--- config.mk ---
export PLATFORM = sky130hd
export DESIGN_NAME = txcrc_gen
export DESIGN_NICKNAME = d
export VERILOG_FILES = /design/src/design/txcrc_pkg.sv /design/src/design/txcrc_gen.sv
export SDC_FILE = /design/constraint.sdc
export NUM_CORES = 1
export LEC_CHECK = 0
export ABC_AREA = 1
export BUFFER_PORTS_ARGS = -buffer_cell sky130_fd_sc_hd__buf_4
export CAP_MARGIN = 10
export CORE_MARGIN = 4
export CORE_UTILIZATION = 60
export CTS_BUF_LIST = sky130_fd_sc_hd__clkbuf_16
export CTS_CLUSTER_DIAMETER = 200
export CTS_CLUSTER_SIZE = 8
export DETAILED_ROUTE_END_ITERATION = 16
export GPL_TIMING_DRIVEN = 1
export PLACE_DENSITY = 0.95
export SYNTH_ARGS = -nofsm -noshare
export SYNTH_HDL_FRONTEND = slang
export SYNTH_SLANG_ARGS = --single-unit
--- constraint.sdc ---
create_clock -name core_clk -period 6.1 [get_ports core_clk]
set_input_delay 0.305 -clock core_clk [delete_from_list [all_inputs] [get_ports core_clk]]
set_output_delay 0.305 -clock core_clk [all_outputs]
set_load 0.02 [all_outputs]
--- src/design/txcrc_pkg.sv ---
`default_nettype none
package txcrc_pkg;

    // ------------------------------------------------------------
    // Register map
    // ------------------------------------------------------------
    localparam logic [7:0] TXCRC_CFG_IDX = 8'h19;
    localparam logic [7:0] TXCRC_STAT_IDX = 8'h1a;
    localparam logic [31:0] TXCRC_CFG_RESET = 32'h0000_0000;
    localparam logic [31:0] TXCRC_CFG_WMASK = 32'hffff_007f;

    // ------------------------------------------------------------
    // Field positions
    // ------------------------------------------------------------
    localparam int TXCRC_APPEND_BIT = 0;
    localparam int TXCRC_COMPL_BIT = 1;
    localparam int TXCRC_WIDTH_BIT = 2;
    localparam int TXCRC_SEL_LSB = 3;
    localparam int TXCRC_SKIP_BIT = 6;
    localparam int TXCRC_SEED_LSB = 16;

    // ------------------------------------------------------------
    // Seed table and polynomials
    // ------------------------------------------------------------
    localparam logic [2:0] TXCRC_SEL_CUSTOM = 3'h7;
    localparam logic [15:0] TXCRC_SEED0 = 16'h0000;
    localparam logic [15:0] TXCRC_SEED1 = 16'h6363;
    localparam logic [15:0] TXCRC_SEED2 = 16'ha671;
    localparam logic [15:0] TXCRC_SEED3 = 16'hffff;
    localparam logic [15:0] TXCRC_SEED4 = 16'h0012;
    localparam logic [15:0] TXCRC_SEED5 = 16'he012;
    localparam logic [15:0] TXCRC_POLY16_REFL = 16'h8408;
    localparam logic [4:0] TXCRC_POLY5_REFL = 5'h12;

    typedef enum logic [1:0] {
        TXCRC_IDLE,
        TXCRC_DATA,
        TXCRC_TAIL
    } txcrc_state_t;

endpackage
`default_nettype wire

--- src/design/txcrc_gen.sv ---
`timescale 1ns/100ps
`default_nettype none
module txcrc_gen (
    input wire logic core_clk,
    input wire logic rstn,
    input wire logic [7:0] reg_addr,
    input wire logic [31:0] reg_wdata,
    input wire logic reg_wr,
    input wire logic reg_rd,
    output logic [31:0] reg_rdata,
    input wire logic frame_start,
    input wire logic in_valid,
    input wire logic [7:0] in_data,
    input wire logic in_last,
    output logic in_ready,
    output logic out_valid,
    output logic [7:0] out_data,
    output logic out_last,
    input wire logic out_ready
);

    // ------------------------------------------------------------
    // State
    // ------------------------------------------------------------
    typedef struct packed {
        logic [31:0] cfg;
        logic [31:0] rdata;
        txcrc_pkg::txcrc_state_t st;
        logic [15:0] crc;
        logic first;
        logic [15:0] tail;
        logic tail_two;
        logic ov;
        logic [7:0] od;
        logic ol;
        logic [7:0] frames;
    } txcrc_regs_t;

    txcrc_regs_t r_ff;
    txcrc_regs_t nxt_r;

    logic [2:0] sel;
    logic [15:0] seed;
    logic [15:0] crc_upd;
    logic [15:0] fin;
    logic out_free;
    logic take;
    logic w16;

    assign sel = r_ff.cfg[txcrc_pkg::TXCRC_SEL_LSB +: 3];
    assign w16 = ~r_ff.cfg[txcrc_pkg::TXCRC_WIDTH_BIT];
    assign out_free = ~r_ff.ov | out_ready;
    assign in_ready = (r_ff.st == txcrc_pkg::TXCRC_DATA) && out_free;
    assign take = in_valid && in_ready;
    assign out_valid = r_ff.ov;
    assign out_data = r_ff.od;
    assign out_last = r_ff.ol;
    assign reg_rdata = r_ff.rdata;

    // ------------------------------------------------------------
    // Seed selection
    // ------------------------------------------------------------
    always_comb
    begin
        if (sel == 3'h0)
            seed = txcrc_pkg::TXCRC_SEED0;
        else if (sel == 3'h1)
            seed = txcrc_pkg::TXCRC_SEED1;
        else if (sel == 3'h2)
            seed = txcrc_pkg::TXCRC_SEED2;
        else if (sel == 3'h3)
            seed = txcrc_pkg::TXCRC_SEED3;
        else if (sel == 3'h4)
            seed = txcrc_pkg::TXCRC_SEED4;
        else if (sel == 3'h5)
            seed = txcrc_pkg::TXCRC_SEED5;
        else if (sel == txcrc_pkg::TXCRC_SEL_CUSTOM)
            seed = r_ff.cfg[txcrc_pkg::TXCRC_SEED_LSB +: 16];
        else
            seed = txcrc_pkg::TXCRC_SEED0;
        if (!w16)
            seed = {8'h00, seed[7:0]};
    end

    // ------------------------------------------------------------
    // Byte update, LSB first
    // ------------------------------------------------------------
    always_comb
    begin
        logic [15:0] c;
        logic fb;
        c = r_ff.crc;
        fb = 1'b0;
        for (int i = 0; i < 8; i++)
        begin
            if (w16)
            begin
                fb = c[0] ^ in_data[i];
                c = {1'b0, c[15:1]};
                if (fb)
                    c = c ^ txcrc_pkg::TXCRC_POLY16_REFL;
            end
            else
            begin
                fb = c[0] ^ in_data[i];
                c = {12'h000, c[4:1]};
                if (fb)
                    c = c ^ {11'h000, txcrc_pkg::TXCRC_POLY5_REFL};
            end
        end
        crc_upd = c;
    end

    // Final value: complement and width trim
    always_comb
    begin
        fin = r_ff.cfg[txcrc_pkg::TXCRC_COMPL_BIT] ? ~r_ff.crc : r_ff.crc;
        if (!w16)
            fin = {11'h000, fin[4:0]};
    end

    // ------------------------------------------------------------
    // Next state
    // ------------------------------------------------------------
    always_comb
    begin
        nxt_r = r_ff;
        nxt_r.rdata = 32'h0000_0000;
        if (reg_rd)
        begin
            if (reg_addr == txcrc_pkg::TXCRC_CFG_IDX)
                nxt_r.rdata = r_ff.cfg;
            else if (reg_addr == txcrc_pkg::TXCRC_STAT_IDX)
                nxt_r.rdata = {8'h00, r_ff.frames, r_ff.crc};
            else
                nxt_r.rdata = 32'h0000_0000;
        end
        if (reg_wr && reg_addr == txcrc_pkg::TXCRC_CFG_IDX)
            nxt_r.cfg = reg_wdata & txcrc_pkg::TXCRC_CFG_WMASK;
        if (out_ready)
            nxt_r.ov = 1'b0;
        case (r_ff.st)
            txcrc_pkg::TXCRC_IDLE:
            begin
                if (frame_start)
                begin
                    nxt_r.crc = seed;
                    nxt_r.first = 1'b1;
                    nxt_r.st = txcrc_pkg::TXCRC_DATA;
                end
            end
            txcrc_pkg::TXCRC_DATA:
            begin
                if (take)
                begin
                    nxt_r.ov = 1'b1;
                    nxt_r.od = in_data;
                    nxt_r.first = 1'b0;
                    if (!(r_ff.first && r_ff.cfg[txcrc_pkg::TXCRC_SKIP_BIT]))
                        nxt_r.crc = crc_upd;
                    nxt_r.ol = in_last
                        && !r_ff.cfg[txcrc_pkg::TXCRC_APPEND_BIT];
                    if (in_last)
                    begin
                        if (r_ff.cfg[txcrc_pkg::TXCRC_APPEND_BIT])
                            nxt_r.st = txcrc_pkg::TXCRC_TAIL;
                        else
                        begin
                            nxt_r.st = txcrc_pkg::TXCRC_IDLE;
                            nxt_r.frames = r_ff.frames + 8'h01;
                        end
                        nxt_r.tail_two = 1'b1;
                    end
                end
            end
            txcrc_pkg::TXCRC_TAIL:
            begin
                if (out_free)
                begin
                    nxt_r.ov = 1'b1;
                    if (r_ff.tail_two)
                    begin
                        nxt_r.od = fin[7:0];
                        nxt_r.tail = fin;
                        nxt_r.tail_two = 1'b0;
                        nxt_r.ol = !w16;
                        if (!w16)
                        begin
                            nxt_r.st = txcrc_pkg::TXCRC_IDLE;
                            nxt_r.frames = r_ff.frames + 8'h01;
                        end
                    end
                    else
                    begin
                        nxt_r.od = r_ff.tail[15:8];
                        nxt_r.ol = 1'b1;
                        nxt_r.st = txcrc_pkg::TXCRC_IDLE;
                        nxt_r.frames = r_ff.frames + 8'h01;
                    end
                end
            end
            default:
                nxt_r.st = txcrc_pkg::TXCRC_IDLE;
        endcase
    end

    always_ff @(posedge core_clk or negedge rstn)
    begin
        if (!rstn)
        begin
            r_ff <= '0;
            r_ff.cfg <= txcrc_pkg::TXCRC_CFG_RESET;
            r_ff.st <= txcrc_pkg::TXCRC_IDLE;
        end
        else
            r_ff <= nxt_r;
    end
endmodule
`default_nettype wire

=== Word-level counts from Yosys, hierarchy flattened ===
Cells that the tools add are included.

* Register bits: 109
* Input port bits: 56
* Output and inout bits: 43
* Word-level logic and storage cells: 129

* Add/subtract/negate cells: 1
* Equal/unequal tests: 17
* Multiplexer cells: 56
* Bitwise operators: 27
* Reductions and logical operators: 17

{| class="wikitable"
|+ Operator list
! kind !! count
|-
| 16-bit 2-to-1 mux || 27
|-
| 19-bit 2-to-1 mux || 4
|-
| 32-bit 2-to-1 mux || 2
|-
| 5-bit 2-to-1 mux || 8
|-
| 19-bit one-hot mux with 2 select lines || 1
|-
| 17-bit one-hot mux with 2 select lines || 1
|-
| 24-bit 2-to-1 mux || 1
|-
| 8-bit 2-to-1 mux || 3
|-
| 2-bit NOT with 3-bit output || 8
|-
| 17-bit 2-to-1 mux || 1
|-
| 8-bit by 5-bit == test with 1-bit output (second input constant) || 2
|-
| 1-bit NOT with 2-bit output || 8
|-
| 16-bit NOT || 1
|-
| 2-bit inequality test (second input constant) || 6
|-
| 2-bit 2-to-1 mux || 5
|-
| 3-bit == test (second input constant) || 3
|-
| 3-bit AND reduction || 3
|-
| 8-bit by 1-bit adder with 8-bit output (second input constant) || 1
|-
| 4-bit AND reduction || 2
|-
| 1-bit XOR || 8
|-
| 3-bit by 2-bit == test with 1-bit output (second input constant) || 2
|-
| 2-bit one-hot mux with 3 select lines || 1
|-
| 6-bit AND reduction || 1
|-
| 1-bit logical AND || 5
|-
| 12 further kinds || 14
|}

=== Logic depth before layout (Yosys ltp) ===
Gate-level depths: netlist (run 1).

* Depth after elaboration: 27
* Depth in mapped cells: 18
* Depth with buffers taken out: 18

=== Worst setup path before layout (run 1) ===
OpenSTA, ideal clock, no wires.

* Kind: register to register
* Start point: register r_ff[53] (netlist bit)
* End point: register r_ff[6] (netlist bit)
* Library setup time: 128 ps
* Arrival: 2050 ps
* Required time: 5972 ps
* Slack: 3922 ps
* Cell stages (with the launch flop): 14
* Path buffers: 0
* Period minus slack after synthesis: 2178 ps
* Cells stage by stage: dfrtp_1 -> inv_1 -> ha_1 -> inv_2 -> nor2_2 -> nand2_2 -> inv_2 -> nor2_1 -> a21oi_1 -> inv_2 -> nor2_4 -> nand2_2 -> nor4_1 -> nor3_2

* Word-level cells in the longest chain between the ends: 5
* Elaborated cells between the ends (all ways): 12
* Those cells by class: eq/ne: 7; mux: 1; reduce/logical: 4

{| class="wikitable"
|+ Ends and longest elaborated chain
! element !! line !! text
|-
| from (decl) || txcrc_gen.sv:39 || <nowiki>txcrc_regs_t r_ff;</nowiki>
|-
| from (signal assigned) || txcrc_gen.sv:216 || <nowiki>r_ff <= nxt_r;</nowiki>
|-
| 2-bit by 1-bit == test with 1-bit output || txcrc_gen.sv:53 || <nowiki>assign in_ready = (r_ff.st == txcrc_pkg::TXCRC_DATA) && out_free;</nowiki>
|-
| 1-bit logical AND || txcrc_gen.sv:53 ||
|-
| named net in_ready || txcrc_gen.sv:15 || <nowiki>output logic in_ready,</nowiki>
|-
| 1-bit logical AND || txcrc_gen.sv:54 || <nowiki>assign take = in_valid && in_ready;</nowiki>
|-
| 2-bit inequality test (no line) || - ||
|-
| 6-bit AND reduction (no line) || - ||
|}

The timed path passes the listed nets, and every way through them passes these cells.
A chain may end at the register's enable or synchronous reset.

=== Final worst setup path (run 1) ===
* Start point: register r_ff[53] (netlist bit)
* End point: register r_ff[18] (netlist bit)

* Word-level cells in the longest chain between the ends: 5
* Elaborated cells between the ends (all ways): 10
* Those cells by class: eq/ne: 5; mux: 1; reduce/logical: 4

{| class="wikitable"
|+ Ends and longest elaborated chain
! element !! line
|-
| 2-bit by 1-bit == test with 1-bit output || txcrc_gen.sv:53, txcrc_gen.sv:142
|-
| 1-bit logical AND || txcrc_gen.sv:53
|-
| 1-bit logical AND || txcrc_gen.sv:54
|-
| 2-bit inequality test (no line) || -
|-
| 4-bit AND reduction (no line) || -
|}

Several ways; a longest one is shown, not always the timed one.

==> impl_metrics.ini, run 1 <==
[cts]
clk_path_buf_depth = 2
cts_root_buffer = clkbuf_16
clk_pin_slew_ns = 0.07
cts_buffers = 9
clk_latency_ns = 0.34
cts_resized = 0
cts_tree = done
htree_levels = 3
cts_sinks = 101

[sta]
setup_ws_ns = 2.736
fmax_ghz = 0.2973
fin_crit_sh = 0.5515
finClkSkew_ns = 0.004520
hold_violations = 0
fin_crit_ns = 3.364
rsz0062_at_grt = no
relSlewSlack = 0.2989
tns_ns = 0
drv_slew = 0
whs_ns = 0.1904
worstMarginPinSlew_ns = 1.052
finalSetupViolCount = 0

[routing]
drt_iter0_drc = 579
wl_per_cell_um = 17.62
viasPerCell = 6.035
drc_errors = 0
dr.pass1.iters = 6
ant_nets = 0
via_count = 5039
finalWirelength_um = 14720

[global_route]
grt_use_total = 0.2903
grt_antenna_before_repair = 0
gr-total-overflow = 0
grt_max_degree = 85
grt_pass1_vias = 4786
grt_pass1_wl_um = 23820

[cells_and_area]
area_growth_syn_to_layout_pct = 13.58
final_layout_size_suffix_gt1_frac = 0.1939
most-common-layout-cells = dfrtp_1 (101), buf_4 (91), inv_1 (88), nand2_1 (86), a21oi_1 (67)
mostFrequentLayoutCell = dfrtp_1
layout.nets = 782
diodes = 0

[worst_setup_path]
crit_type = reg2reg
crit_buf_inv = 4
reg2reg_from = r_ff[53]
r2r-end = r_ff[18]
cp_top_family = compound AO/OA/AOI/OAI gates
critPathCaptureType = register
critPathRequiredTime_ns = 6.36
crit_slowest_cell = a21oi_1
critPathMaxFanout = 16
r2r_slack_ns = 2.74
reg2reg_depth = 12
slowest_delay_ns = 0.68
cp-start-kind = register
crit_chain = inv_1, ha_1, inv_2, nor2_2, nand2_2, inv_2, nor2_1, a21oi_1, inv_2, a21oi_1, a21oi_1, a31oi_1
cp_data_arrival_time_ns = 3.62

[min_path]
hold_depth = 2
timing.hold.worst.start = reg_wdata[23]
hold_path.class = in2reg
min_to = r_ff[109]

[synth]
synth.distinct_cells = 38
ys_ff_latch = 101
ys_warn_count = 0
seq_area_frac_synth = 0.4649
syn_avg_cell_area_um2 = 7.983
synthCells = 681
synth_area_um2 = 5436
syn_nets = 741

[placed_design]
gp_congestion = 0.9800
dpl.hpwl_um = 10680
port_buffers = 89
pre_cts_ws_ns = 2.860

[floorplan]
die_y_um = 103.2
dieArea_um2 = 10650
start_util = 0.6204
core_area_um2 = 8763
num_rows = 34
ioPinCount = 99
die_w_um = 103.2

[power_and_ir_drop]
powerDensity_nw_per_um2 = 387.9
p_leak_nw = 3.120
max-vdd-ir-drop_mv = 0.2639

[run]
cap_violations = 0

[status]
status = complete, no violations
==> area by class of cell <==
cell class	count	area (um2)
fillers	670	2589
flip-flops and latches	101	2527
multi-input cells	418	2138
repair buffers	92	693.2
inverters	100	380.4
clock buffers	9	225.2
well taps	108	135.1
clock inverters	7	75.07
==> stage by stage <==
step,instance area (um2),util,power [mW],instances
finish,6175,0.7046,2.395,835
global placement,5864,0.6692,1.744,818
floorplan,5436,-,1.538,681
global route,6175,0.7046,2.538,835
CTS,6175,0.7046,2.367,835
detailed placement,5864,0.6692,1.784,818
==> cell usage after synthesis (all sizes together) <==
library cell  count  share of area
nor3             15          0.015
o32ai             6         0.0097
mux2              2         0.0041
a22oi             5         0.0069
o22ai            12          0.014
buf              46          0.061
nand3            40          0.040
o21bai            1         0.0014
a211oi            1         0.0014
nor4              3         0.0035
a31oi             5         0.0058
nand2            97          0.072
a21oi            68          0.063
nand4             3         0.0035
clkinv            4         0.0037
or2               1         0.0012
dfrtp           101           0.46
a32oi             1         0.0016
nor2             65          0.049
xnor2             1         0.0016
o21ai            69          0.064
ha                4         0.0092
o31ai             1         0.0014
o211ai           10          0.014
clkbuf           16          0.011
xor2              5         0.0081
o221ai            3         0.0048
inv              96          0.066
==> power breakdown <==
| part | internal [mW] | switching, mW |
|---|---|---|
| Sequential | 0.763 | 0.0764 |
| Combinational | 0.293 | 0.680 |
| Clock | 0.320 | 0.262 |
==> sequential cells by signal (all words and copies together) (netlist names) <==
signal and count:
reg_rdata 32, out_last 1, r_ff 59, out_data 8, out_valid 1
==> worst max-delay path by stage <==
stage	from	end	slack, ns	cells past startpoint
after global placement	r_ff[53]	r_ff[49]	3.04	14
final	r_ff[53]	r_ff[18]	2.74	12
after floorplan	r_ff[53]	r_ff[6]	3.92	13
after CTS	r_ff[53]	r_ff[18]	2.84	12
after detailed placement	r_ff[53]	r_ff[18]	2.86	12
after global routing	r_ff[53]	r_ff[18]	2.42	12
==> timing repair <==
item	4_1_cts	5_1_grt
hold buffers	1	0
setup buffers	0	0
endpoints found under the hold margin	17	0
==> per-layer routing <==
layer	part of all wire	global-route usage
met5	0	0
met3	0.092	0.04628
met4	0.034	0.1255
met1	0.40	0.4051
met2	0.48	0.4529
==> logic make-up (layout without fill, tap and decap cells) <==
family / Yosys count / in the layout / synth area share
XOR/XNOR: 6 / 6 / 0.009666
AND/OR/NAND/NOR: 224 / 224 / 0.1830
adder cells (fa/ha/maj): 4 / 4 / 0.009206
flip-flops: 101 / 101 / 0.4649
AO/OA/AOI/OAI: 182 / 182 / 0.1873
multiplexers: 2 / 2 / 0.004142
buffers and inverters: 162 / 208 / 0.1418
No activity file was read; power rests on OpenSTA's default activity.
==> run 2, diff against run 1 <==
--- a/config.mk
+++ b/config.mk
@@ -5,17 +5,17 @@
 export SDC_FILE = /design/constraint.sdc
 export NUM_CORES = 1
 export LEC_CHECK = 0
-export ABC_AREA = 1
+export ABC_AREA = 0
 export BUFFER_PORTS_ARGS = -buffer_cell sky130_fd_sc_hd__buf_4
 export CAP_MARGIN = 10
 export CORE_MARGIN = 4
-export CORE_UTILIZATION = 60
+export CORE_UTILIZATION = 56
 export CTS_BUF_LIST = sky130_fd_sc_hd__clkbuf_16
 export CTS_CLUSTER_DIAMETER = 200
 export CTS_CLUSTER_SIZE = 8
 export DETAILED_ROUTE_END_ITERATION = 16
 export GPL_TIMING_DRIVEN = 1
-export PLACE_DENSITY = 0.95
+export PLACE_DENSITY = 0.9
 export SYNTH_ARGS = -nofsm -noshare
 export SYNTH_HDL_FRONTEND = slang
 export SYNTH_SLANG_ARGS = --single-unit
==> constraint.sdc (replaced) <==
create_clock -name core_clk -period 3.4 [get_ports core_clk]
set_input_delay 0.17 -clock core_clk [delete_from_list [all_inputs] [get_ports core_clk]]
set_output_delay 0.17 -clock core_clk [all_outputs]
set_load 0.02 [all_outputs]
==> run 2 against run 1 <==
Effect of this change: via count decreased by 20%; cell area increased by 0.79%; area after synthesis unchanged; power increased by 84%; largest power group unchanged.
==> impl_metrics.ini, run 2 <==
[sta]
drv_slew = 0
fin_crit_sh = 0.7410
fin_crit_ns = 2.519
finalSetupViolCount = 0
rsz0062_at_grt = no
relSlewSlack = 0.4163
tns_ns = 0
setup_ws_ns = 0.8806
hold_violations = 0
finClkSkew_ns = 0.01223
fmax_ghz = 0.3969
worstMarginPinSlew_ns = 0.8756

[placed_design]
port_buffers = 89
gp_congestion = 0.9123
dpl.hpwl_um = 9052
pre_cts_ws_ns = 1.063
place_area_um2 = 5914

[synth]
synth.distinct_cells = 56
synth_area_um2 = 5436
synth-edff-count = 0
synthCells = 523
yosysMostFrequentCell = dfrtp_1
synthTopCellsByCount = dfrtp_1 (101), nand2_1 (43), buf_4 (40)
seq_area_frac_synth = 0.4649
syn_avg_cell_area_um2 = 10.39
synth_top_area_frac = 0.4649
synth.largest_area_cell = dfrtp_1
ys_async_sr_fraction = 1.000
synth_ff_type = dfrtp_1
synth_area_leaders = dfrtp_1 (46%), xnor2_1 (6.0%), buf_4 (5.5%)
ys_ff_latch = 101
syn_nets = 583
ys_warn_count = 0

[worst_setup_path]
crit_chain = inv_1, ha_1, inv_1, o31ai_1, o211ai_1, buf_4, or2_0, o31ai_1
crit_buf_inv = 3
critPathCaptureType = register
cp_top_family = compound AO/OA/AOI/OAI gates
critPathMaxFanout = 10
crit_type = reg2reg
critPathRequiredTime_ns = 3.61
reg2reg_from = r_ff[53]
cp_data_arrival_time_ns = 2.73
crit_slowest_cell = dfrtp_1
crit_start = r_ff[53]
slowest_delay_ns = 0.38
cp-start-kind = register

[cells_and_area]
fillers = 721
final_layout_size_suffix_gt1_frac = 0.2619
area_growth_syn_to_layout_pct = 14.48
most-common-layout-cells = dfrtp_1 (101), buf_4 (98), nand2_1 (43), o21ai_0 (37), xnor2_1 (37)
top_register = r_ff
design_area_um2 = 6223
multiInputGateArea_um2 = 2437
mostFrequentLayoutCell = dfrtp_1
layout.nets = 624
largest_reg_flops = 59
final-seq-area_um2 = 2527
diodes = 0

[power_and_ir_drop]
max-vdd-ir-drop_mv = 0.3418
powerDensity_nw_per_um2 = 706.9
p_leak_nw = 2.897

[floorplan]
start_util = 0.5828
ioPinCount = 99
die_w_um = 106.5
core_area_um2 = 9328
num_rows = 35
die_y_um = 106.5
dieArea_um2 = 11350

[cts]
cts_sinks = 101
htree_levels = 3
clk_path_buf_depth = 2
cts_resized = 0
cts_root_buffer = clkbuf_16
clk_latency_ns = 0.34
cts_buffers = 9
clk_pin_slew_ns = 0.07
cts_tree = done
cts_setup_buffers = 0

[routing]
dr.pass1.iters = 5
viasPerCell = 5.748
finalWirelength_um = 12590
ant_nets = 0
via_count = 4012
wl_per_cell_um = 18.04
drt_iter0_drc = 317
drc_errors = 0

[global_route]
grt_use_total = 0.2317
grt_antenna_before_repair = 0
grt_pass1_wl_um = 20470
grt_pass1_vias = 3999
gr-total-overflow = 0
grt_max_degree = 45

[status]
status = complete, no violations

[min_path]
timing.hold.worst.start = reg_wdata[20]
hold_path.class = in2reg

[run]
cap_violations = 0
[run 2: cell types whose count changed after synthesis, sizes merged, moves of 11 or more]
| cell | previous run | this run |
|---|---|---|
| xnor2 | 1 | 39 |
| mux2 | 2 | 24 |
| inv | 96 | 14 |
| and2 | 0 | 19 |
| o21ai | 69 | 37 |
| nand3 | 40 | 4 |
| a22o | 0 | 16 |
| a21oi | 68 | 26 |
| nor3 | 15 | 4 |
| nor2 | 65 | 26 |
| o31ai | 1 | 18 |
| nand2 | 97 | 43 |
| nand2b | 0 | 12 |
[run 2: kinds of logic after synthesis]
| logic type | share of synthesized area |
|---|---|
| DFF | 0.4649 |
| adders and majority gates | 0.009206 |
| and+or+nand+nor | 0.1052 |
| xor gates and xnor gates | 0.1082 |
| AOI/OAI and AO/OA | 0.1669 |
| muxes | 0.05708 |
| buffers and inverters | 0.08861 |
[run 2: area by class of cell]
| cell class | count | share of cell area |
|---|---|---|
| sequential | 101 | 0.4061 |
| multi-input combinational | 339 | 0.3916 |
| timing repair buffer | 99 | 0.1198 |
| clock buffer | 9 | 0.03619 |
| tap | 129 | 0.02593 |
| clock inverter | 7 | 0.01186 |
| inverter | 14 | 0.008444 |
[run 2: worst paths after layout]
| kind | endpoint | slack (ns) | depth (start not counted) |
|---|---|---|---|
| worst max-delay path | r_ff[7] | 0.88 | 8 |
| worst min-delay path | r_ff[106] | 0.05 | 2 |
| worst max register to register | r_ff[7] | 0.88 | 8 |
| worst min register to register | out_data[5] | 0.49 | 2 |
| max in group asynchronous | out_data[4] | 2.30 | 3 |
| min in group asynchronous | reg_rdata[21] | 0.24 | 2 |
[run 2: what timing repair did]
action,in CTS,in global routing
setup endpoints to repair,0,0
hold buffers,1,0
hold endpoints to repair,20,0
[run 2: worst reg2reg max path: cells and delay by family, from the launching register on]
kind,cells,cell delay (ns)
AO/OA/AOI/OAI,3,0.89
buffers and inverters,3,0.50
flip-flops,1,0.38
AND/OR/NAND/NOR,1,0.35
adder cells (fa/ha/maj),1,0.28
[run 2: layer usage]
| layer | global-route usage | vias to the layer above | wire, um |
|---|---|---|---|
| met2 | 0.4059 | 150 | 6642 |
| li1 | - | 1864 | - |
| met5 | 0 | - | 0 |
| met3 | 0.04007 | 27 | 633 |
| met4 | 0.08584 | 0 | 314 |
| met1 | 0.2871 | 1971 | 4999 |
[run 2: where the power goes]
group | switching [mW] | internal (mW)
clock | 0.450 | 0.573
combinational | 0.907 | 0.855
sequential | 0.256 | 1.36
[run 2: through the flow]
step                hold slack [ns]  power [mW]  cells    util
global placement            0.06147       3.326    681  0.6341
floorplan                   -0.1256       2.953    523       -
detailed placement          0.06881       3.369    681  0.6341
global route                0.04586       4.651    698  0.6672
CTS                         0.04949       4.400    698  0.6672
finish                      0.05467       4.400    698  0.6672
